### config.mk
export PLATFORM = sky130hd
export DESIGN_NAME = dcpwm_top
export DESIGN_NICKNAME = d
export VERILOG_FILES = /design/src/hw/dcpwm_top.sv /design/src/hw/dcpwm_chan.sv /design/src/hw/dcpwm_presc.sv
export SDC_FILE = /design/constraint.sdc
export NUM_CORES = 1
export LEC_CHECK = 0
export ABC_CLOCK_PERIOD_IN_PS = 5430
export BUFFER_PORTS_ARGS = -buffer_cell sky130_fd_sc_hd__buf_2
export CAP_MARGIN = 10
export CORE_MARGIN = 3
export CORE_UTILIZATION = 40
export CTS_CLUSTER_SIZE = 40
export DETAILED_ROUTE_END_ITERATION = 10
export PLACE_DENSITY = 0.6
export SETUP_SLACK_MARGIN = 0.05
export SLEW_MARGIN = 10
export SYNTH_ARGS = -nofsm -noshare
export SYNTH_HDL_FRONTEND = slang
export SYNTH_HIERARCHICAL = 1
export SYNTH_SLANG_ARGS = --single-unit
### constraint.sdc
create_clock -name SYS_CLK -period 5.43 [get_ports SYS_CLK]
set_input_delay 1.086 -clock SYS_CLK [delete_from_list [all_inputs] [get_ports SYS_CLK]]
set_output_delay 1.086 -clock SYS_CLK [all_outputs]
set_load 0.1 [all_outputs]
### src/hw/dcpwm_top.sv
// Added by the designer: the register addresses and the APB register port.
package dcpwm_pkg;

   localparam int DATA_W = 32;
   localparam int ADDR_W = 8;
   localparam int CNT_W = 10;
   localparam int SEL_W = 3;
   localparam int DIV_W = 8;
   localparam int NCH = 2;
   localparam int HI_W = 8;
   localparam int LO_W = 2;

   // Register byte addresses
   localparam logic [ADDR_W-1:0] OFS_CTRL = 8'h00;
   localparam logic [ADDR_W-1:0] OFS_IRQ_STATUS = 8'h04;
   localparam logic [ADDR_W-1:0] OFS_IRQ_CLEAR = 8'h08;
   localparam logic [ADDR_W-1:0] OFS_IRQ_ENABLE = 8'h0c;
   localparam logic [ADDR_W-1:0] OFS_CH_BASE = 8'h10;
   localparam logic [ADDR_W-1:0] OFS_CH_STRIDE = 8'h20;
   // Offsets inside a channel window
   localparam logic [ADDR_W-1:0] OFS_PERIOD_HI = 8'h00;
   localparam logic [ADDR_W-1:0] OFS_PERIOD_LO = 8'h04;
   localparam logic [ADDR_W-1:0] OFS_DUTY_HI = 8'h08;
   localparam logic [ADDR_W-1:0] OFS_DUTY_LO = 8'h0c;
   localparam logic [ADDR_W-1:0] OFS_COUNT = 8'h10;
   localparam logic [ADDR_W-1:0] OFS_DUTY_ACT = 8'h14;
   localparam logic [ADDR_W-1:0] OFS_PIN = 8'h18;

   // Control register: per channel a run bit and a prescale select
   localparam int CTRL_CH_SHIFT = 8;
   localparam int CTRL_RUN_POS = 0;
   localparam int CTRL_SEL_POS = 1;

   // Reset values, then counter and prescaler constants
   localparam logic RST_RUN = 1'b0;
   localparam logic [SEL_W-1:0] RST_SEL = 3'h0;
   localparam logic [HI_W-1:0] RST_HI = 8'hff;
   localparam logic [LO_W-1:0] RST_LO = 2'h3;
   localparam logic [HI_W-1:0] RST_DUTY_HI = 8'h00;
   localparam logic [LO_W-1:0] RST_DUTY_LO = 2'h0;
   localparam logic [DATA_W-1:0] RST_RDATA = 32'h0000_0000;
   localparam logic [CNT_W-1:0] CNT_ZERO = 10'h000;
   localparam logic [CNT_W-1:0] CNT_ONE = 10'h001;
   localparam logic [DIV_W-1:0] DIV_ZERO = 8'h00;
   localparam logic [DIV_W-1:0] DIV_ONE = 8'h01;
   localparam logic [DIV_W-1:0] DIV_FULL = 8'hff;
   localparam logic [SEL_W-1:0] SEL_MAX = 3'h7;

   typedef struct packed {
      logic run;
      logic [SEL_W-1:0] sel;
      logic [CNT_W-1:0] period;
      logic [CNT_W-1:0] duty;
   } dcpwm_cfg_t;

   typedef struct packed {
      logic [CNT_W-1:0] count;
      logic [CNT_W-1:0] duty_act;
      logic pin;
      logic event_p;
   } dcpwm_sts_t;

   typedef struct packed {
      logic run;
      logic [SEL_W-1:0] sel;
      logic [HI_W-1:0] per_hi;
      logic [LO_W-1:0] per_lo;
      logic [HI_W-1:0] duty_hi;
      logic [LO_W-1:0] duty_lo;
   } dcpwm_chreg_t;

   typedef struct packed {
      dcpwm_chreg_t [NCH-1:0] ch;
      logic [NCH-1:0] irq_sts;
      logic [NCH-1:0] irq_en;
      logic irq;
      logic pready;
      logic pslverr;
      logic [DATA_W-1:0] prdata;
   } dcpwm_top_state_t;

endpackage

`timescale 1ns/1ps
module dcpwm_top (
   input wire logic SYS_CLK,
   input wire logic RST_B,
   input wire logic PSEL,
   input wire logic PENABLE,
   input wire logic PWRITE,
   input wire logic [dcpwm_pkg::ADDR_W-1:0] PADDR,
   input wire logic [dcpwm_pkg::DATA_W-1:0] PWDATA,
   output logic [dcpwm_pkg::DATA_W-1:0] PRDATA,
   output logic PREADY,
   output logic PSLVERR,
   output logic IRQ,
   output logic OUTPUT_PIN_FIRST,
   output logic OUTPUT_PIN_SECOND
);
   import dcpwm_pkg::*;

   dcpwm_top_state_t st_r;
   dcpwm_top_state_t st_nxt;
   dcpwm_cfg_t [NCH-1:0] cfg;
   dcpwm_sts_t [NCH-1:0] sts;
   logic [NCH-1:0] tick;
   logic [NCH-1:0] events;

   // Per channel prescaler and counter core
   genvar g;
   generate
      for (g = 0; g < NCH; g++) begin : gen_ch
         assign cfg[g].run = st_r.ch[g].run;
         assign cfg[g].sel = st_r.ch[g].sel;
         // Period and duty assemble from high byte and low part
         assign cfg[g].period = {st_r.ch[g].per_hi, st_r.ch[g].per_lo};
         assign cfg[g].duty = {st_r.ch[g].duty_hi, st_r.ch[g].duty_lo};
         assign events[g] = sts[g].event_p;

         dcpwm_presc u_presc (
            .clk(SYS_CLK),
            .rst_b(RST_B),
            .run(cfg[g].run),
            .sel(cfg[g].sel),
            .tick(tick[g])
         );

         dcpwm_chan u_chan (
            .clk(SYS_CLK),
            .rst_b(RST_B),
            .cfg(cfg[g]),
            .tick(tick[g]),
            .sts(sts[g])
         );
      end
   endgenerate

   logic access;
   logic wr_now;
   logic [ADDR_W-1:0] ch_ofs;
   logic hit;
   logic [NCH-1:0] clr_mask;

   assign access = PSEL & PENABLE;
   // Writes land on the edge that also completes the transfer
   assign wr_now = access & st_r.pready & PWRITE;

   always_comb begin
      st_nxt = st_r;
      hit = 1'b0;
      ch_ofs = OFS_CH_BASE;
      clr_mask = '0;
      st_nxt.pready = 1'b0;
      st_nxt.pslverr = 1'b0;

      // First access cycle prepares the answer, the second completes it
      if (access && !st_r.pready) begin
         st_nxt.pready = 1'b1;
         st_nxt.prdata = RST_RDATA;
         if (PADDR == OFS_CTRL) begin
            hit = 1'b1;
            for (int c = 0; c < NCH; c++) begin
               st_nxt.prdata[c*CTRL_CH_SHIFT+CTRL_RUN_POS] = st_r.ch[c].run;
               st_nxt.prdata[c*CTRL_CH_SHIFT+CTRL_SEL_POS +: SEL_W] =
                  st_r.ch[c].sel;
            end
         end else if (PADDR == OFS_IRQ_STATUS) begin
            hit = 1'b1;
            st_nxt.prdata[NCH-1:0] = st_r.irq_sts;
         end else if (PADDR == OFS_IRQ_CLEAR) begin
            // Write-only: reads as zero
            hit = 1'b1;
         end else if (PADDR == OFS_IRQ_ENABLE) begin
            hit = 1'b1;
            st_nxt.prdata[NCH-1:0] = st_r.irq_en;
         end else begin
            for (int c = 0; c < NCH; c++) begin
               ch_ofs = PADDR - OFS_CH_BASE - OFS_CH_STRIDE * ADDR_W'(c);
               if (PADDR < OFS_CH_BASE) begin
                  ch_ofs = OFS_CH_STRIDE;
               end
               if (ch_ofs == OFS_PERIOD_HI) begin
                  hit = 1'b1;
                  st_nxt.prdata[HI_W-1:0] = st_r.ch[c].per_hi;
               end else if (ch_ofs == OFS_PERIOD_LO) begin
                  hit = 1'b1;
                  st_nxt.prdata[LO_W-1:0] = st_r.ch[c].per_lo;
               end else if (ch_ofs == OFS_DUTY_HI) begin
                  hit = 1'b1;
                  st_nxt.prdata[HI_W-1:0] = st_r.ch[c].duty_hi;
               end else if (ch_ofs == OFS_DUTY_LO) begin
                  hit = 1'b1;
                  st_nxt.prdata[LO_W-1:0] = st_r.ch[c].duty_lo;
               end else if (ch_ofs == OFS_COUNT) begin
                  hit = 1'b1;
                  st_nxt.prdata[CNT_W-1:0] = sts[c].count;
               end else if (ch_ofs == OFS_DUTY_ACT) begin
                  hit = 1'b1;
                  st_nxt.prdata[CNT_W-1:0] = sts[c].duty_act;
               end else if (ch_ofs == OFS_PIN) begin
                  hit = 1'b1;
                  st_nxt.prdata[0] = sts[c].pin;
               end
            end
         end
         st_nxt.pslverr = ~hit;
         // Writes answer zero so no stale word looks like read data
         if (!hit || PWRITE) begin
            st_nxt.prdata = RST_RDATA;
         end
      end

      if (wr_now) begin
         if (PADDR == OFS_CTRL) begin
            for (int c = 0; c < NCH; c++) begin
               st_nxt.ch[c].run = PWDATA[c*CTRL_CH_SHIFT+CTRL_RUN_POS];
               st_nxt.ch[c].sel =
                  PWDATA[c*CTRL_CH_SHIFT+CTRL_SEL_POS +: SEL_W];
            end
         end else if (PADDR == OFS_IRQ_CLEAR) begin
            clr_mask = PWDATA[NCH-1:0];
         end else if (PADDR == OFS_IRQ_ENABLE) begin
            st_nxt.irq_en = PWDATA[NCH-1:0];
         end else begin
            for (int c = 0; c < NCH; c++) begin
               ch_ofs = PADDR - OFS_CH_BASE - OFS_CH_STRIDE * ADDR_W'(c);
               if (PADDR < OFS_CH_BASE) begin
                  ch_ofs = OFS_CH_STRIDE;
               end
               if (ch_ofs == OFS_PERIOD_HI) begin
                  st_nxt.ch[c].per_hi = PWDATA[HI_W-1:0];
               end else if (ch_ofs == OFS_PERIOD_LO) begin
                  st_nxt.ch[c].per_lo = PWDATA[LO_W-1:0];
               end else if (ch_ofs == OFS_DUTY_HI) begin
                  // Only the buffer moves; the active latch waits
                  st_nxt.ch[c].duty_hi = PWDATA[HI_W-1:0];
               end else if (ch_ofs == OFS_DUTY_LO) begin
                  st_nxt.ch[c].duty_lo = PWDATA[LO_W-1:0];
               end
               // Count, active duty and pin words ignore writes
            end
         end
      end

      // A period event in the clearing cycle survives the clear
      st_nxt.irq_sts = (st_r.irq_sts & ~clr_mask) | events;
      st_nxt.irq = |(st_nxt.irq_sts & st_nxt.irq_en);
   end

   always_ff @(posedge SYS_CLK or negedge RST_B) begin
      if (!RST_B) begin
         for (int c = 0; c < NCH; c++) begin
            st_r.ch[c].run <= RST_RUN;
            st_r.ch[c].sel <= RST_SEL;
            st_r.ch[c].per_hi <= RST_HI;
            st_r.ch[c].per_lo <= RST_LO;
            st_r.ch[c].duty_hi <= RST_DUTY_HI;
            st_r.ch[c].duty_lo <= RST_DUTY_LO;
         end
         st_r.irq_sts <= '0;
         st_r.irq_en <= '0;
         st_r.irq <= 1'b0;
         st_r.pready <= 1'b0;
         st_r.pslverr <= 1'b0;
         st_r.prdata <= RST_RDATA;
      end else begin
         st_r <= st_nxt;
      end
   end

   assign PRDATA = st_r.prdata;
   assign PREADY = st_r.pready;
   assign PSLVERR = st_r.pslverr;
   assign IRQ = st_r.irq;
   // Pins come from the channel cores' output flops
   assign OUTPUT_PIN_FIRST = sts[0].pin;
   assign OUTPUT_PIN_SECOND = sts[1].pin;

endmodule

### src/hw/dcpwm_chan.sv
`timescale 1ns/1ps
module dcpwm_chan (
   input wire logic clk,
   input wire logic rst_b,
   input wire dcpwm_pkg::dcpwm_cfg_t cfg,
   input wire logic tick,
   output dcpwm_pkg::dcpwm_sts_t sts
);
   import dcpwm_pkg::*;

   dcpwm_sts_t st_r;
   dcpwm_sts_t st_nxt;

   always_comb begin
      st_nxt = st_r;
      st_nxt.event_p = 1'b0;
      // Counter moves only on prescaled ticks
      if (tick) begin
         if (st_r.count == cfg.period) begin
            st_nxt.count = CNT_ZERO;
            st_nxt.duty_act = cfg.duty;
            st_nxt.pin = (cfg.duty != CNT_ZERO);
            st_nxt.event_p = 1'b1;
         end else begin
            st_nxt.count = st_r.count + CNT_ONE;
            // Low as the count reaches the duty: high for duty ticks
            if (st_nxt.count == st_r.duty_act) begin
               st_nxt.pin = 1'b0;
            end
         end
      end
   end

   always_ff @(posedge clk or negedge rst_b) begin
      if (!rst_b) begin
         st_r.count <= CNT_ZERO;
         st_r.duty_act <= CNT_ZERO;
         st_r.pin <= 1'b0;
         st_r.event_p <= 1'b0;
      end else begin
         st_r <= st_nxt;
      end
   end

   assign sts = st_r;

endmodule

### src/hw/dcpwm_presc.sv
`timescale 1ns/1ps
module dcpwm_presc (
   input wire logic clk,
   input wire logic rst_b,
   input wire logic run,
   input wire logic [dcpwm_pkg::SEL_W-1:0] sel,
   output logic tick
);
   import dcpwm_pkg::*;

   typedef struct packed {
      logic [DIV_W-1:0] cnt;
   } dcpwm_presc_state_t;

   dcpwm_presc_state_t st_r;
   dcpwm_presc_state_t st_nxt;
   logic [DIV_W-1:0] mask;

   // Select 0 gives mask 1 (divide by 2), select 7 divides by 256
   assign mask = DIV_FULL >> (SEL_MAX - sel);
   assign tick = run & ((st_r.cnt & mask) == mask);

   always_comb begin
      st_nxt = st_r;
      // Held at zero while stopped so nothing toggles
      if (!run) begin
         st_nxt.cnt = DIV_ZERO;
      end else begin
         st_nxt.cnt = st_r.cnt + DIV_ONE;
      end
   end

   always_ff @(posedge clk or negedge rst_b) begin
      if (!rst_b) begin
         st_r.cnt <= DIV_ZERO;
      end else begin
         st_r <= st_nxt;
      end
   end

endmodule

# After elaboration in Yosys (flattened, before gate mapping)

Cells that the tools add are included.

Reduce and logical (&&, ||, !) cells: 27
Bitwise gates (word level): 21
$lt $le $gt $ge: 1
Equality and inequality tests: 27
Muxes and demuxes: 111
$add $sub $neg: 8
Shift-type cells: 2

Operators by type and width:

| cell                                                                   | number |
|---|---|
| 8-bit two-way mux                                                      | 41 |
| 10-bit two-way mux                                                     | 13 |
| 8-bit by 4-bit equality test with 1-bit output (second input constant) | 10 |
| 8-bit by 5-bit equality test with 1-bit output (second input constant) | 6 |
| 10-bit equality test                                                   | 4 |
| 8-bit by 3-bit equality test with 1-bit output (second input constant) | 5 |
| 8-bit zero test                                                        | 5 |
| 2-bit two-way mux                                                      | 20 |
| 34-bit two-way mux                                                     | 1 |
| 1-bit two-way mux                                                      | 31 |
| 10-bit by 1-bit adder with 10-bit output (second input constant)       | 2 |
| 10-bit nonzero test                                                    | 2 |
| 9-bit two-way mux                                                      | 2 |
| 8-bit by 1-bit adder with 8-bit output (second input constant)         | 2 |
| 8-bit AND                                                              | 2 |
| 8-bit equality test                                                    | 2 |
| 8-bit AND reduction                                                    | 2 |
| 8-bit by 3-bit >> shifter with 8-bit output (first input constant)     | 2 |
| 7-bit AND reduction                                                    | 2 |
| 12-bit two-way mux                                                     | 1 |
| 6-bit AND reduction                                                    | 2 |
| 1-bit inverter                                                         | 10 |
| 2-bit AND reduction                                                    | 5 |
| 5-bit AND reduction                                                    | 2 |
| 14 further kinds                                                       | 23 |

Register bits after elaboration: 147
Output and inout bits: 37
Logic and storage cells: 225
Bits of input ports: 45

# Longest topological paths before layout

Depth in word-level cells: 49
Depth in mapped cells: 12
Depth with buffers taken out: 10

# Hierarchy

The synthesis kept the hierarchy.

Modules (own cells, without submodules):

| module                         | area each (µm²) | times used | cells each | seq. area each (µm²) |
|---|---|---|---|---|
| dcpwm_top                      | 3981.3          | 1          | 365        | 1701.6 |
| dcpwm_chan at gen_ch[0].u_chan | 1478.9          | 1          | 146        | 550.5 |
| dcpwm_chan at gen_ch[1].u_chan | 1466.4          | 1          | 144        | 550.5 |
| dcpwm_presc                    | 417.9           | 2          | 39         | 200.2 |

# Least setup slack after synthesis

No wires, ideal clock.

Path type: input-to-reg
From: input port PADDR[4] (netlist bit)
To: register st_r, in the netlist cfg[39]
Data required time: 5.348 ns
Stages on the path: 11
Data arrival time: 3.393 ns
Buffers on the path: 1
Setup slack: 1.955 ns
Library setup time: 0.082 ns
Cell sequence: buf_2 -> inv_1 -> ha_1 -> xnor2_1 -> ha_1 -> xnor2_2 -> nand3_1 -> nor3_4 -> nand2_2 -> nor3_4 -> mux2_2

Longest elaborated chain between the ends: 9
Elaborated cells on any way between the ends: 16
Classes of those cells: add/sub (2); order compare (1); eq/ne (2); mux (5); bitwise (3); reduce/logical (3)

Ends and longest elaborated chain:

| item                                        | RTL line         | RTL |
|---|---|---|
| start, declared                             | dcpwm_top.sv:91  | `input wire logic [dcpwm_pkg::ADDR_W-1:0] PADDR,` |
| 8-bit by 5-bit subtractor with 8-bit output | dcpwm_top.sv:226 | `ch_ofs = PADDR - OFS_CH_BASE - OFS_CH_STRIDE * ADDR_W'(c);` |
| 8-bit by 6-bit subtractor with 8-bit output | dcpwm_top.sv:226 |  |
| 8-bit two-way mux                           | dcpwm_top.sv:227 | `if (PADDR < OFS_CH_BASE) begin` |
| 8-bit two-way mux                           | dcpwm_top.sv:222 | `end else if (PADDR == OFS_IRQ_ENABLE) begin` |
| 8-bit two-way mux                           | dcpwm_top.sv:220 | `end else if (PADDR == OFS_IRQ_CLEAR) begin` |
| 8-bit two-way mux                           | dcpwm_top.sv:214 | `if (PADDR == OFS_CTRL) begin` |
| 8-bit two-way mux                           | dcpwm_top.sv:213 | `if (wr_now) begin` |
| 8-bit zero test                             | dcpwm_top.sv:230 | `if (ch_ofs == OFS_PERIOD_HI) begin` |
| 5-bit AND reduction (no source line) (*)    | --               |  |
| end signal, assigned                        | dcpwm_top.sv:267 | `st_r <= st_nxt;` |
| end, declared                               | dcpwm_top.sv:102 | `dcpwm_top_state_t st_r;` |

Every way passes the cells marked *; elsewhere a longest branch is shown, timed or not. The select of a mux whose other input is x is not followed.
A chain may end at the register's enable or synchronous reset.

# Worst setup path after layout

Same ends and word-level chain as after synthesis.

==> PnR_summary.wiki <==
{| class="wikitable"
! Metric !! Value
|-
| Sequential share of power || 40.5%
|-
| Buf+Inv Stages, Crit Path || 2
|-
| Remaining Overflow, GRT || 0
|-
| Leakage component of the power || 3.92 nW
|-
| Ant diodes || 0
|-
| Cell Area, Synth || 7760 um^2
|-
| Clock tree from TritonCTS || yes
|-
| Number of core rows || 50
|-
| Time the final worst path needs with I/O delays and setup || 3.60 ns
|-
| Avg Synthesized Cell Area || 10.6 um^2
|-
| Num Clock Sinks || 127
|-
| Worst-path clk slew || 0.06 ns
|-
| Total number of H-tree levels || 4
|-
| Final count of negative-setup-slack endpoints || 0
|-
| Max Buffers Root-to-Sink || 2
|-
| Antenna violations before repair || 1
|-
| Drt first pass iters || 5
|-
| Data required time of the worst path || 5.77 ns
|-
| Antenna viol nets, final || 0
|-
| Quantity of hold-fixing buffers added after cts || 0
|-
| Master of the slowest instance on the critical path || nor3_4
|-
| Final count of hold timing violations || 0
|-
| Die height || 145 um
|-
| PD cells || 276 nW/um^2
|-
| Placed instance count || 985
|-
| Top-level I/O count || 82
|-
| Tightest slew margin relative to the limit || 35.9%
|-
| Final Non-Filler Cells || 1,017
|-
| Number of storage elements in the synthesis netlist || 127
|-
| Number of vias in the routed layout || 5,875
|-
| Post-cts sizing count || 0
|-
| Critical path peak fanout || 10
|-
| HP Class || reg -> reg
|-
| IO Port Bufs || 41
|-
| Detailed Route WL || 20,100 um
|-
| Run status || completed
|-
| Post-detailed-placement half-perimeter wirelength || 14,500 um
|-
| Post-CTS setup buffer count || 0
|-
| Worst Skew || 0.00786 ns
|-
| Total number of nets in the final design || 795
|-
| Kind of cell with the highest combined delay on the critical path || simple AND/OR/NAND/NOR gates
|-
| Slew at the pin with the worst max-slew slack || 0.954 ns
|-
| Clk root buf || clkbuf_16
|-
| Portion of total power attributed to the clock network || 51.8%
|-
| Die X || 145 um
|-
| Cell-by-cell listing of the critical path || buf_2, inv_1, ha_1, xnor2_1, ha_1, xnor2_2, nand3_1, nor3_4, nand2_2, nor3_4, mux2_2
|-
| Skew-Pair Late Insertion Delay || 0.42 ns
|-
| Synth async-reset ratio || 100%
|-
| Area growth syn-to-layout || 9.74%
|-
| Critical Path AT || 3.94 ns
|-
| RSZ-0062 raised after global routing || false
|-
| Number of global-route vias before repair || 5,852
|-
| Synthesized instance count || 733
|-
| Share of post-route cells with drive strength above 1 || 28.3%
|-
| Number of flops mapped to enable cells by yosys || 0
|-
| Period utilisation layout || 66.2%
|-
| Predominant post-synthesis flop cell || dfrtp_1
|-
| Comb pwr share || 7.6%
|-
| Area of the core region || 18,900 um^2
|-
| Distinct cell type count of the synthesized netlist || 89
|-
| Final Slew Violations || 0
|-
| Worst path max stage delay || 0.42 ns
|-
| Largest vdd supply drop || 0.124 mV
|-
| Iteration-0 DRC Markers || 490
|-
| Synthesis Warnings || 6
|-
| Maximum number of pins on one net before global-route repair || 64
|-
| Switching power total || 0.573 mW
|-
| Average vias per placed instance || 5.78
|-
| GRT Total Usage || 19.3%
|-
| Cts bufs inserted || 17
|-
| Crit path launch type || primary input
|-
| Switching part of the total || 24.4%
|-
| Initial Util || 41.1%
|-
| Endpoint type of the worst setup path || flip-flop
|-
| Cell-internal power || 1.78 mW
|-
| Number of max-cap violations || 0
|-
| Post-DR wirelength/cell || 19.8 um
|-
| Total Die Area || 21,100 um^2
|-
| Maximum clock frequency || 278 MHz
|-
| Summed negative setup slack over all endpoints || 0 ns
|-
| Critical path start-end classification || in -> reg
|-
| Final weighted congestion of routability-driven global placement || 0.919
|-
| Drt drc || 0
|-
| Fraction of the core area covered by cells at the end of the flow || 45.1%
|-
| Post-synthesis sequential area ratio || 41.3%
|-
| Wire length of the first global-routing pass || 32,900 um
|}
==> per-stage QoR <==
stage          power, mW  instance area, um^2  setup slack [ns]  hold WS (ns)
6_report            2.35                 8520              1.83         0.475
4_1_cts             2.37                 8520              1.90         0.477
2_1_floorplan       1.11                 7830              1.95         0.424
3_5_place_dp        1.15                 7890              1.46         0.459
3_3_place_gp        1.14                 7890              1.54         0.458
5_1_grt             2.42                 8520              1.65         0.499
==> worst reg2reg max path, cell delays in order, from the launching register on <==
cell,delay (ns)
dfrtp_1,0.41
inv_1,0.10
o21ai_0,0.12
a221oi_1,0.31
o221a_2,0.37
inv_1,0.18
a2111oi_0,0.36
o211ai_1,0.17
a2111oi_0,0.46
a21oi_1,0.13
==> routing by layer <==
layer	track usage [%]	share of wire, %	wire [um]	vias up
met1	27.2	47	9550	3001
li1	-	-	-	2659
met5	0	0	0	-
met3	3.84	4.4	893	29
met4	5.56	1.5	304	0
met2	30.3	47	9360	186
==> placed cells by master, fill, tap and decap left out, drive strengths merged, types with 7 or more instances in the layout <==
| master | instances |
|---|---|
| a22o | 21 |
| a22oi | 15 |
| and3 | 8 |
| nor2b | 9 |
| nand3 | 27 |
| o21ai | 34 |
| a21oi | 19 |
| nand2 | 43 |
| inv | 18 |
| mux2 | 81 |
| nor3 | 21 |
| nand4 | 8 |
| dfstp | 20 |
| buf | 44 |
| xnor2 | 26 |
| nor4 | 12 |
| dfrtp | 107 |
| o22ai | 7 |
| and2 | 18 |
| nor2 | 34 |
| clkbuf | 23 |
| a21o | 7 |
| xor2 | 31 |
| conb | 20 |
| a31oi | 7 |
| mux2i | 7 |
==> layout make-up <==
cell class	count	area [um^2]
well taps	260	325
clock buffers	23	468
flip-flops and latches	127	3200
clock inverters	9	156
multi-input cells	537	4070
repair buffers	44	230
inverters	17	63.8
fillers	1804	10400
==> logic make-up after synthesis <==
logic type	after synthesis	synth area share (%)
buf+inv	88	7.20
fa+ha+maj	6	0.967
flops	127	41.3
xor+xnor	57	6.62
mux	89	13.3
simple gates	213	16.7
compound gates	152	13.9
other cells	1	0.0483
==> cell usage after synthesis, types with 7 or more instances <==
library cell | count | share of area [%]
a22oi_1 | 15 | 1.5
a22o_1 | 20 | 2.3
and2_1 | 18 | 1.5
nor3_1 | 16 | 1.0
buf_4 | 35 | 3.4
nand2_1 | 42 | 2.0
mux2i_1 | 7 | 0.90
nor2b_1 | 9 | 0.73
xnor2_1 | 25 | 2.8
dfrtp_1 | 107 | 34
a21oi_1 | 19 | 1.2
nor2_1 | 28 | 1.4
dfstp_2 | 20 | 6.8
o22ai_1 | 7 | 0.56
a21o_1 | 7 | 0.68
a31oi_1 | 7 | 0.56
o21ai_0 | 28 | 1.8
inv_1 | 16 | 0.77
xor2_1 | 30 | 3.4
mux2_2 | 68 | 9.9
clkbuf_1 | 11 | 0.53
buf_2 | 13 | 0.84
nand3_1 | 24 | 1.5
buf_6 | 8 | 1.2
mux2_4 | 7 | 1.4
nor4_1 | 8 | 0.64
==> registers in the layout (all words and copies together) (netlist names) <==
register / flops
PRDATA: 12
PREADY: 1
IRQ: 1
cfg: 48
gen_ch.u_chan/sts: 44
st_r: 4
PSLVERR: 1
gen_ch.u_presc/st_r: 16
==> worst paths after layout <==
kind                                              start                 endpoint  slack [ns]  depth (start not counted)
worst max-delay path                           PADDR[4]                  cfg[39]        1.83                         11
min in group asynchronous                         RST_B  gen_ch[0].u_chan/sts[2]        0.78                          1
worst max register to register                  cfg[46]  gen_ch[1].u_chan/sts[1]        2.70                          9
max in group asynchronous                         RST_B                  cfg[36]        3.64                          2
worst min-delay path            gen_ch[1].u_chan/sts[0]                 st_r[38]        0.47                          1
worst min register to register  gen_ch[1].u_chan/sts[0]                 st_r[38]        0.47                          1
==> power by group through the flow <==
stage / registers, mW / clock network [mW] / logic [mW]
final: 0.953 / 1.22 / 0.179
after global routing: 0.953 / 1.28 / 0.190
after CTS: 0.953 / 1.24 / 0.178
after detailed placement: 0.969 / 0 / 0.177
after global placement: 0.969 / 0 / 0.175
after floorplan: 0.975 / 0 / 0.131
Note: power is estimated with default switching activity, not from simulation.
